### config.mk
export PLATFORM = sky130hd
export DESIGN_NAME = trw_walker_flat
export DESIGN_NICKNAME = d
export VERILOG_FILES = /design/src/verilog/trw_pkg.sv /design/src/verilog/trw_if.sv /design/src/verilog/trw_walker.sv /design/src/flat_wrapper.sv
export SDC_FILE = /design/constraint.sdc
export NUM_CORES = 1
export LEC_CHECK = 0
export BUFFER_PORTS_ARGS = -buffer_cell sky130_fd_sc_hd__buf_2
export CAP_MARGIN = 20
export CORE_UTILIZATION = 55
export DETAILED_ROUTE_END_ITERATION = 8
export HOLD_SLACK_MARGIN = 0.03
export PLACE_DENSITY_LB_ADDON = 0.25
export SLEW_MARGIN = 30
export SYNTH_ARGS = -nofsm -noshare
export SYNTH_HDL_FRONTEND = slang
export SYNTH_SLANG_ARGS = --single-unit
### constraint.sdc
create_clock -name REF_CLK_I -period 2.5 [get_ports REF_CLK_I]
set_clock_uncertainty 0.15 [all_clocks]
set_input_delay 0 -clock REF_CLK_I [delete_from_list [all_inputs] [get_ports REF_CLK_I]]
set_output_delay 0 -clock REF_CLK_I [all_outputs]
set_load 0.02 [all_outputs]
### src/verilog/trw_pkg.sv
package trw_pkg;
  // Address geometry of the tile remap walk.
  localparam int VA_W = 48;
  localparam int TILE_OFS_W = 16;
  localparam int L3_IDX_HI = 43;
  localparam int L3_IDX_LO = 35;
  localparam int L2_IDX_HI = 34;
  localparam int L2_IDX_LO = 26;
  localparam int L1_IDX_HI = 25;
  localparam int L1_IDX_LO = 16;
  localparam int BASE_HI = 47;
  localparam int BASE_LO = 12;
  localparam int NULL_BIT = 1;
  localparam int INV_BIT = 0;
  localparam int L3_ENTRIES = 512;
  localparam int L2_ENTRIES = 512;
  localparam int L1_ENTRIES = 1024;
  localparam int PAGE_BYTES = 4096;
  localparam int L32_ENTRY_BYTES = 8;
  localparam int L1_ENTRY_BYTES = 4;
  // Register offsets of the control block, byte addresses.
  localparam logic [3:0] REG_CTRL = 4'h0;
  localparam logic [3:0] REG_L3_LO = 4'h4;
  localparam logic [3:0] REG_L3_HI = 4'h8;
  localparam logic [3:0] REG_STAT = 4'hc;
  // Control bit positions.
  localparam int CTRL_BYPASS = 0;
  localparam int CTRL_GPA_MODE = 1;
  // Status bit positions: invalid tile seen, null tile seen.
  localparam int ST_INV = 0;
  localparam int ST_NULL = 1;
  localparam logic [31:0] CTRL_RST = 32'h0000_0001;
  // Result codes of a translation.
  typedef enum logic [1:0] {
    TRW_RES_REMAP = 2'b00,
    TRW_RES_NULL = 2'b01,
    TRW_RES_INVALID = 2'b10
  } trw_res_e;
  // Table memory fetch kinds.
  localparam logic [1:0] FETCH_L3 = 2'b00;
  localparam logic [1:0] FETCH_L2 = 2'b01;
  localparam logic [1:0] FETCH_L1 = 2'b10;
endpackage

### src/verilog/trw_if.sv
`timescale 1ns/1ns
// Link between the translation walker and the table memory agent.
interface trw_if;
  logic fetch_req;
  logic [47:0] fetch_addr;
  logic [1:0] fetch_kind;
  logic fetch_gpa;
  logic fetch_ack;
  logic [63:0] fetch_data;
  modport walker (output fetch_req, output fetch_addr, output fetch_kind, output fetch_gpa,
    input fetch_ack, input fetch_data);
  modport tables (input fetch_req, input fetch_addr, input fetch_kind, input fetch_gpa,
    output fetch_ack, output fetch_data);
endinterface

### src/verilog/trw_walker.sv
// Design decisions made here: the placing of the registers and the Avalon-MM register port.
`timescale 1ns/1ns
// Overview of operation
// - Translate address first when remapping enabled.
// - Null tile: reads zero, writes dropped.
// - Remapped address goes to page walk.
// - 64KB tiles, 28 index bits 9/9/10.
// - Each level one 4KB page.
// - First-level entry forms address bits 47:16.
// - Second-level base bits 47:12, VA/GPA select.
// - Ignored entry bits have no effect.
// - Bit 1 marks null tile.
// - Bit 0 invalid: zero, drop, interrupt.
// - Software aligns table bases to 4KB.
// - Table sizes 64KB to 512KB allowed.
// - Third-level entry same layout as second.
// - Bypass after reset until software clears.
module trw_walker (
  input wire logic REF_CLK_I,
  input wire logic RESET_N_I,
  trw_if.walker LINK,
  input wire logic AVS_READ_I,
  input wire logic AVS_WRITE_I,
  input wire logic [3:0] AVS_ADDRESS_I,
  input wire logic [31:0] AVS_WRITEDATA_I,
  output logic [31:0] AVS_READDATA_O,
  output logic AVS_WAITREQUEST_O,
  input wire logic REQ_VALID_I,
  input wire logic REQ_WRITE_I,
  input wire logic [47:0] REQ_ADDR_I,
  output logic REQ_READY_O,
  output logic RSP_VALID_O,
  output logic [47:0] RSP_ADDR_O,
  output logic [1:0] RSP_RESULT_O,
  output logic RSP_ZERO_DATA_O,
  output logic RSP_DROP_WRITE_O,
  output logic IRQ_O
);
  typedef enum logic [1:0] {
    TRW_IDLE = 2'b00,
    TRW_FETCH = 2'b01,
    TRW_DONE = 2'b10
  } trw_state_e;
  // Every flip-flop of the walker lives in this struct.
  typedef struct packed {
    trw_state_e state;
    logic [1:0] level;
    logic [47:0] va;
    logic wr;
    logic [47:0] base;
    logic [47:0] rsp_addr;
    logic [1:0] rsp_res;
    logic rsp_wr;
    logic [31:0] ctrl;
    logic [47:0] l3_base;
    logic [1:0] status;
    logic [1:0] mask;
    logic [31:0] rdata;
    logic rd_done;
  } trw_walk_s;
  trw_walk_s st_r;
  trw_walk_s st_nxt;
  logic [63:0] ent; // Fetched entry.
  logic [31:0] l1_ent; // First-level entry: one half of the fetched word.
  logic bus_wr; // Write taken this cycle.
  logic [1:0] ev; // Status events raised this cycle.
  // Walker and register logic; reads answer one cycle late, writes at once.
  always_comb
  begin
    st_nxt = st_r;
    ent = LINK.fetch_data;
    // Two 32-bit first-level entries share each fetched word; index bit 0 picks the half.
    l1_ent = st_r.va[trw_pkg::L1_IDX_LO] ? ent[63:32] : ent[31:0];
    ev = 2'b00;
    bus_wr = AVS_WRITE_I;
    st_nxt.rd_done = AVS_READ_I && !st_r.rd_done;
    if (AVS_READ_I && !st_r.rd_done)
    begin
      // Unmapped offsets read as zero.
      unique case (AVS_ADDRESS_I)
        trw_pkg::REG_CTRL: st_nxt.rdata = st_r.ctrl;
        trw_pkg::REG_L3_LO: st_nxt.rdata = st_r.l3_base[31:0];
        trw_pkg::REG_L3_HI: st_nxt.rdata = {16'h0000, st_r.l3_base[47:32]};
        trw_pkg::REG_STAT: st_nxt.rdata = {14'h0000, st_r.mask, 14'h0000, st_r.status};
        default: st_nxt.rdata = 32'h0000_0000;
      endcase
    end
    unique case (st_r.state)
      TRW_IDLE:
      begin
        if (REQ_VALID_I)
        begin
          st_nxt.va = REQ_ADDR_I;
          st_nxt.wr = REQ_WRITE_I;
          if (st_r.ctrl[trw_pkg::CTRL_BYPASS])
          begin
            st_nxt.rsp_addr = REQ_ADDR_I;
            st_nxt.rsp_res = trw_pkg::TRW_RES_REMAP;
            st_nxt.rsp_wr = REQ_WRITE_I;
            st_nxt.state = TRW_DONE;
          end
          else
          begin
            st_nxt.level = trw_pkg::FETCH_L3;
            st_nxt.base = st_r.l3_base;
            st_nxt.state = TRW_FETCH;
          end
        end
      end
      TRW_FETCH:
      begin
        if (LINK.fetch_ack)
        begin
          if (st_r.level == trw_pkg::FETCH_L1)
          begin
            // Entry supplies bits 47:16; tile offset kept as is.
            st_nxt.rsp_addr = {l1_ent, st_r.va[15:0]};
            st_nxt.rsp_res = trw_pkg::TRW_RES_REMAP;
            st_nxt.rsp_wr = st_r.wr;
            st_nxt.state = TRW_DONE;
          end
          else if (ent[trw_pkg::INV_BIT])
          begin
            st_nxt.rsp_addr = 48'h0000_0000_0000;
            st_nxt.rsp_res = trw_pkg::TRW_RES_INVALID;
            st_nxt.rsp_wr = st_r.wr;
            ev[trw_pkg::ST_INV] = 1'b1;
            st_nxt.state = TRW_DONE;
          end
          else if (ent[trw_pkg::NULL_BIT])
          begin
            st_nxt.rsp_addr = 48'h0000_0000_0000;
            st_nxt.rsp_res = trw_pkg::TRW_RES_NULL;
            st_nxt.rsp_wr = st_r.wr;
            ev[trw_pkg::ST_NULL] = 1'b1;
            st_nxt.state = TRW_DONE;
          end
          else
          begin
            // Only bits 47:12 are used; 63:48 and 11:2 are ignored.
            st_nxt.base = {ent[47:12], 12'h000};
            st_nxt.level = st_r.level + 2'b01;
          end
        end
      end
      TRW_DONE:
      begin
        st_nxt.state = TRW_IDLE;
      end
      default:
      begin
        st_nxt.state = TRW_IDLE;
      end
    endcase
    if (bus_wr)
    begin
      unique case (AVS_ADDRESS_I)
        trw_pkg::REG_CTRL: st_nxt.ctrl = AVS_WRITEDATA_I;
        trw_pkg::REG_L3_LO: st_nxt.l3_base[31:12] = AVS_WRITEDATA_I[31:12];
        trw_pkg::REG_L3_HI: st_nxt.l3_base[47:32] = AVS_WRITEDATA_I[15:0];
        trw_pkg::REG_STAT:
        begin
          st_nxt.mask = AVS_WRITEDATA_I[17:16];
          st_nxt.status = st_r.status & ~AVS_WRITEDATA_I[1:0];
        end
        default: st_nxt.ctrl = st_r.ctrl;
      endcase
    end
    // A new event wins over a clear in the same cycle.
    st_nxt.status = st_nxt.status | ev;
  end
  // Registers the struct; bypass is on after reset.
  always_ff @(posedge REF_CLK_I or negedge RESET_N_I)
  begin
    if (!RESET_N_I)
    begin
      st_r <= '0;
      st_r.ctrl <= trw_pkg::CTRL_RST;
    end
    else
    begin
      st_r <= st_nxt;
    end
  end
  // Fetch address: base plus index scaled by entry size, within one page.
  always_comb
  begin
    unique case (st_r.level)
      trw_pkg::FETCH_L3: LINK.fetch_addr = st_r.base | {36'h0, st_r.va[43:35], 3'h0};
      trw_pkg::FETCH_L2: LINK.fetch_addr = st_r.base | {36'h0, st_r.va[34:26], 3'h0};
      default: LINK.fetch_addr = st_r.base | {36'h0, st_r.va[25:16], 2'h0};
    endcase
  end
  assign LINK.fetch_req = (st_r.state == TRW_FETCH) && !LINK.fetch_ack;
  assign LINK.fetch_kind = st_r.level;
  assign LINK.fetch_gpa = st_r.ctrl[trw_pkg::CTRL_GPA_MODE];
  assign AVS_WAITREQUEST_O = AVS_READ_I && !st_r.rd_done;
  assign AVS_READDATA_O = st_r.rdata;
  assign REQ_READY_O = (st_r.state == TRW_IDLE);
  assign RSP_VALID_O = (st_r.state == TRW_DONE);
  assign RSP_ADDR_O = st_r.rsp_addr;
  assign RSP_RESULT_O = st_r.rsp_res;
  // Non-remapped results return zero and drop writes.
  assign RSP_ZERO_DATA_O = RSP_VALID_O && (st_r.rsp_res != trw_pkg::TRW_RES_REMAP);
  assign RSP_DROP_WRITE_O = RSP_ZERO_DATA_O && st_r.rsp_wr;
  assign IRQ_O = |(st_r.status & st_r.mask);
endmodule
### src/flat_wrapper.sv
// flat-port wrapper written by rule: the top's interface ports become plain ports
module trw_walker_flat 
  (REF_CLK_I, RESET_N_I, AVS_READ_I, AVS_WRITE_I, AVS_ADDRESS_I, AVS_WRITEDATA_I, AVS_READDATA_O, AVS_WAITREQUEST_O, REQ_VALID_I, REQ_WRITE_I, REQ_ADDR_I, REQ_READY_O, RSP_VALID_O, RSP_ADDR_O, RSP_RESULT_O, RSP_ZERO_DATA_O, RSP_DROP_WRITE_O, IRQ_O, LINK_fetch_req, LINK_fetch_addr, LINK_fetch_kind, LINK_fetch_gpa, LINK_fetch_ack, LINK_fetch_data);
  trw_if LINK_i ();
  input wire logic REF_CLK_I;
  input wire logic RESET_N_I;
  input wire logic AVS_READ_I;
  input wire logic AVS_WRITE_I;
  input wire logic [3:0] AVS_ADDRESS_I;
  input wire logic [31:0] AVS_WRITEDATA_I;
  output logic [31:0] AVS_READDATA_O;
  output logic AVS_WAITREQUEST_O;
  input wire logic REQ_VALID_I;
  input wire logic REQ_WRITE_I;
  input wire logic [47:0] REQ_ADDR_I;
  output logic REQ_READY_O;
  output logic RSP_VALID_O;
  output logic [47:0] RSP_ADDR_O;
  output logic [1:0] RSP_RESULT_O;
  output logic RSP_ZERO_DATA_O;
  output logic RSP_DROP_WRITE_O;
  output logic IRQ_O;
  output wire logic [$bits(LINK_i.fetch_req)-1:0] LINK_fetch_req;
  output wire logic [$bits(LINK_i.fetch_addr)-1:0] LINK_fetch_addr;
  output wire logic [$bits(LINK_i.fetch_kind)-1:0] LINK_fetch_kind;
  output wire logic [$bits(LINK_i.fetch_gpa)-1:0] LINK_fetch_gpa;
  input wire logic [$bits(LINK_i.fetch_ack)-1:0] LINK_fetch_ack;
  input wire logic [$bits(LINK_i.fetch_data)-1:0] LINK_fetch_data;
  assign LINK_fetch_req = LINK_i.fetch_req;
  assign LINK_fetch_addr = LINK_i.fetch_addr;
  assign LINK_fetch_kind = LINK_i.fetch_kind;
  assign LINK_fetch_gpa = LINK_i.fetch_gpa;
  assign LINK_i.fetch_ack = LINK_fetch_ack;
  assign LINK_i.fetch_data = LINK_fetch_data;
  trw_walker u_core (.REF_CLK_I(REF_CLK_I), .RESET_N_I(RESET_N_I), .LINK(LINK_i), .AVS_READ_I(AVS_READ_I), .AVS_WRITE_I(AVS_WRITE_I), .AVS_ADDRESS_I(AVS_ADDRESS_I), .AVS_WRITEDATA_I(AVS_WRITEDATA_I), .AVS_READDATA_O(AVS_READDATA_O), .AVS_WAITREQUEST_O(AVS_WAITREQUEST_O), .REQ_VALID_I(REQ_VALID_I), .REQ_WRITE_I(REQ_WRITE_I), .REQ_ADDR_I(REQ_ADDR_I), .REQ_READY_O(REQ_READY_O), .RSP_VALID_O(RSP_VALID_O), .RSP_ADDR_O(RSP_ADDR_O), .RSP_RESULT_O(RSP_RESULT_O), .RSP_ZERO_DATA_O(RSP_ZERO_DATA_O), .RSP_DROP_WRITE_O(RSP_DROP_WRITE_O), .IRQ_O(IRQ_O));
endmodule
# Word level (Yosys, flattened, before mapping)
# Index checks and enable logic that the tools add are counted.
dict set report totals {
  inputBits 155
  wordCells 91
  output_inout_bits 140
  ff_bits 257
}
dict set report classes {
  n_eq_ne 15
  n_addsub 1
  bitwise_logic 7
  reduce_logical 20
  n_mux 33
}
# op count
set ops {}
lappend ops {{$mux 51} 4}
lappend ops {{$pmux 99 s2} 1}
lappend ops {{$mux 48} 4}
lappend ops {{$mux 152} 1}
lappend ops {{$or 48x12->48} 3}
lappend ops {{$pmux 32 s4} 1}
lappend ops {{$mux 99} 1}
lappend ops {{$pmux 48 s2} 1}
lappend ops {{$mux 32} 1}
lappend ops {{$mux 2} 11}
lappend ops {{$mux 4} 3}
lappend ops {{$ne 2x2->1 const B} 6}
lappend ops {{$reduce_and 2->1} 5}
lappend ops {{$eq 4x4->1 const B} 2}
lappend ops {{$pmux 2 s2} 2}
lappend ops {{$reduce_and 7->1} 1}
lappend ops {{$reduce_and 5->1} 1}
lappend ops {{$and 2x2->2} 2}
lappend ops {{$eq 2x1->1 const B} 2}
lappend ops {{$eq 2x2->1 const B} 2}
lappend ops {{$eq 4x3->1 const B} 1}
lappend ops {{$logic_and 1x1->1} 4}
lappend ops {{$logic_not 2->1} 2}
lappend ops {{$logic_not 4->1} 1}
lappend ops {{other kinds (10)} 14}

# Longest topological paths before layout
dict set report depth {
  depth_word 6
  mapped_depth 7
  ltp_nobuf 5
}

# Worst setup path before layout
# Ideal clock, no wire load.
dict set report synth_path {
  kind {flip-flop to flip-flop}
  start {reg u_core.st_r (netlist bit u_core.LINK.fetch_kind[0])}
  end {reg u_core.st_r[185] (netlist name)}
  synth_period_minus_slack_ns 2.128
  n_path_buf 2
  required_ns 2.223
  stages_incl_launch_ff 8
  setup_slack_ns 0.372
  setup_time_ns 0.127
  arrival_ns 1.851
  path_cell_list {dfrtp_1 inv_1 ha_1 nor4b_2 a22o_1 buf_4 buf_6 mux2_1}
}
dict set report synth_between {
  elab_chain_cells 3
}
# element line
set synth_lines {}
lappend synth_lines {{from (decl)} trw_walker.sv:61} ;# trw_walk_s st_r;
lappend synth_lines {{from (signal assigned)} trw_walker.sv:182} ;# st_r <= st_nxt;
lappend synth_lines {{$eq 2x2->1} trw_walker.sv:114} ;# if (st_r.level == trw_pkg::FETCH_L1)
lappend synth_lines {{$ne 2x2->1 (no source line)} --}
lappend synth_lines {{$reduce_and 7->1 (no source line)} --}
# No other way between the ends.
# A chain may end at the register's enable or synchronous reset.

# Final worst setup path
dict set report layout_path {
  start {reg u_core.st_r[233] (netlist name)}
  end {reg u_core.st_r (netlist bit u_core.RSP_ADDR_O[38])}
}
dict set report layout_between {
  elab_chain_cells 4
}
# element line
set layout_lines {}
lappend layout_lines {{$mux 32} trw_walker.sv:73} ;# l1_ent = st_r.va[trw_pkg::L1_IDX_LO] ? ent[63:32] : ent[31:0];
lappend layout_lines {{$mux 51} trw_walker.sv:114}
lappend layout_lines {{$mux 99} trw_walker.sv:112} ;# if (LINK.fetch_ack)
lappend layout_lines {{$pmux 99 s2} trw_walker.sv:88} ;# unique case (st_r.state)
# No other way between the ends. The select of a mux whose other input is x is not followed.

==> results.cfg <==
[route]
vias_per_cell = 5.59
ant_nets = 0
vias = 9348
drt_iter0_markers = 587
dr.pass1.iters = 5
wl_mm = 34.6
routedWlPerCell_um = 20.7
drcViolationCount = 0

[worst_setup_path]
cp_data_required_time_ps = 2740
cp_slowest_cell = dlygate4sd3_1
startpoint_type = register
r2r_cells = 5
cp_max_fo = 27
rr_endpoint = u_core.RSP_ADDR_O[38]$_DFFE_PN0P_
r2r-start = u_core.st_r[233]$_DFFE_PN0P_
arrival_ps = 2670
cp_top_family = buffers and inverters
slowest_delay_ps = 580
cp_cell_sequence = buf_12 > mux2_2 > dlygate4sd3_1 > a32o_1 > mux2_4
path_buf_inv = 2
end_kind = register
rrSetupSlack_ps = 80
worstSetupPathType = reg2reg

[timing]
final.period_utilization_pct = 97.0
setup_viol = 0
fin_crit_ps = 2420
rsz0062_at_grt = no
finalMaxSlewViolations = 0
worstMarginPinSlew_ps = 993
fmax_ghz = 0.413
maxSlewHeadroom_pct = 33.8
hold_viol = 0
tns_ps = 0

[synth]
synth-xor-area-share_pct = 0
yosys.area.top_type_share_pct = 47.7
yosys.area.top_type = dfrtp_1
ys_ff_latch = 241
async_flop_share_pct = 100
syn_inst = 1053
synth_edf_count = 0
synthFlopType = dfrtp_1
synthTopCellsByCount = dfrtp_1, buf_4, nand2_1
synth_mux_area_share_pct = 25.5
ys_seq_area_share_pct = 47.9
synth_fa_ha_area_share_pct = 0.298
synth_top_family_by_area = multiplexers
synth_area_per_cell_um2 = 12.0
synth.distinct_cells = 46
yosys-top-cells-area = dfrtp_1, mux2_2, mux2_1
syn-cell-area_mm2 = 0.0126
synth_warnings = 0
yosysMostFrequentCell = dfrtp_1
synth-compound-area-share_pct = 7.92
synth-simple-area-share_pct = 7.41

[status]
status = finished clean

[clock_network]
cts_tree = built
clk_pin_slew_ps = 60
clock_latency_ps = 510
htree_levels = 1
root_buffer = clkbuf_16
cts_buffers = 25
clock-sinks = 241
clock_tree.buffer_depth = 3

[placed_design]
dpl.hpwl_mm = 22.6
routabilityCongestion = 0.869
dp.cells = 1460
place_area_mm2 = 0.0134
io_buffers = 292

[worst_hold_path]
hold_end = u_core.st_r[60]$_DFFE_PN0P_
min_from = AVS_WRITEDATA_I[23]
hold_path_depth = 3
hold_class = in2reg

[finish]
syn2layout_area_growth_pct = 25.9
final_core_util_pct = 71.6
finalNonFillerCells = 1672
final_nets = 1532
post-route-cell-area_mm2 = 0.0159
drive_above_1_share_pct = 37.5

[power]
leakagePower_nw = 7.62
p_seq_share_pct = 36.8
swShare_pct = 36.8
p_clk_share_pct = 21.5
power_density_mw_per_mm2 = 1060
p_total_mw = 16.8
p_int_mw = 10.6
p_switching_mw = 6.19
combPwrFrac_pct = 41.7
peakVddDrop_v = 0.000847

[grt]
grt_pass1_wl_mm = 53.2
track_usage_pct = 29.2
antenna_found_initial = 2
grt_remaining_overflow = 0
grt_max_degree = 87
grt_pass1_vias = 9586

[job]
maxCapViolations = 0

[die]
die_w_um = 153
dieArea_mm2 = 0.0235
rows = 54
start_util_pct = 56.8
io_pins = 295
fp.coreArea_mm2 = 0.0222
die_h_um = 153
==> worst reg2reg max path: stages, from the launching register on <==
cell and delay [ps]:
dfrtp_2 480, buf_12 240, mux2_2 390, dlygate4sd3_1 590, a32o_1 220, mux2_4 250
==> cells by family (layout without fill, tap and decap cells) <==
logic type / Yosys count / in the layout
AOI/OAI and AO/OA: 145 / 145
adders and majority gates: 3 / 3
buffers and inverters: 203 / 539
DFF: 241 / 241
muxes: 273 / 273
other: 1 / 4
and+or+nand+nor: 187 / 187
==> worst max path at each step <==
stage	depth (start not counted)	slack [ps]	to	from
floorplan	7	370	u_core.st_r[185]$_DFFE_PN0P_	u_core.LINK.fetch_kind[0]$_DFFE_PN0P_
global placement	5	240	u_core.RSP_ADDR_O[23]$_DFFE_PN0P_	u_core.LINK.fetch_kind[0]$_DFFE_PN0P_
detailed placement	3	210	u_core.RSP_ADDR_O[23]$_DFFE_PN0P_	u_core.st_r[267]$_DFFE_PN0P_
CTS	5	10	u_core.RSP_ADDR_O[38]$_DFFE_PN0P_	u_core.st_r[233]$_DFFE_PN0P_
global route	5	30	u_core.RSP_ADDR_O[38]$_DFFE_PN0P_	u_core.st_r[233]$_DFFE_PN0P_
finish	5	80	u_core.RSP_ADDR_O[38]$_DFFE_PN0P_	u_core.st_r[233]$_DFFE_PN0P_
==> through the flow <==
step / hold WS (ps) / setup WS [ps]
2_1_floorplan: -446 / 372
3_3_place_gp: -148 / 244
3_5_place_dp: -149 / 209
4_1_cts: 78.9 / 9.60
5_1_grt: 109 / 29.6
6_report: 103 / 75.9
==> registers in the layout, summed over array words and instances (netlist names) <==
register	flops
u_core.RSP_RESULT_O	2
u_core.RSP_ADDR_O	48
u_core.AVS_READDATA_O	32
u_core.st_r	156
u_core.LINK.fetch_gpa	1
u_core.LINK.fetch_kind	2
==> power groups by stage <==
stage | Combinational (mW) | Sequential [mW] | Clock (mW)
after floorplan | 5.76 | 5.81 | 0
after global placement | 6.50 | 6.17 | 0
after detailed placement | 6.64 | 6.20 | 0
after CTS | 6.94 | 6.15 | 3.66
after global routing | 7.44 | 6.32 | 3.82
final | 7.01 | 6.19 | 3.61
==> cell usage in the layout, fill, tap and decap left out, drive strengths merged, types with 3 or more instances in the layout <==
cell	Yosys	routed
nand2b	3	3
a22o	5	5
mux2	237	237
nor3b	3	3
nand3b	37	37
a221oi	4	4
nand2	119	119
clkbuf	33	34
nor2	5	5
a22oi	20	20
mux2i	36	36
inv	6	6
a32o	32	32
buf	164	323
dfrtp	240	240
dlygate4sd3	0	167
clkinv	0	7
o21ai	76	76
ha	3	3
nor2b	6	6
==> routing by layer <==
metal	track usage [%]	up-vias	wire, µm
met3	4.62	89	2230
met2	46.0	439	16200
met5	0	-	0
li1	-	4240	-
met4	13.2	0	1330
met1	39.8	4580	14900
==> area by class of cell <==
class                      count  area [µm²]
clock buffer                  34         719
fill                        1577        6300
tap                          280         350
timing repair buffer         490        3440
multi-input combinational    610        5210
antenna                        2        5.00
clock inverter                 9        72.6
sequential                   241        6030
inverter                       6        22.5
==> timing repair <==
item | CTS | global route
hold buffers | 167 | 0
buffers inserted | 0 | 0
setup endpoints to repair | 0 | 11
resized for setup | 0 | 2
hold endpoints to repair | 472 | 0
Note: power is estimated with default switching activity, not from simulation.
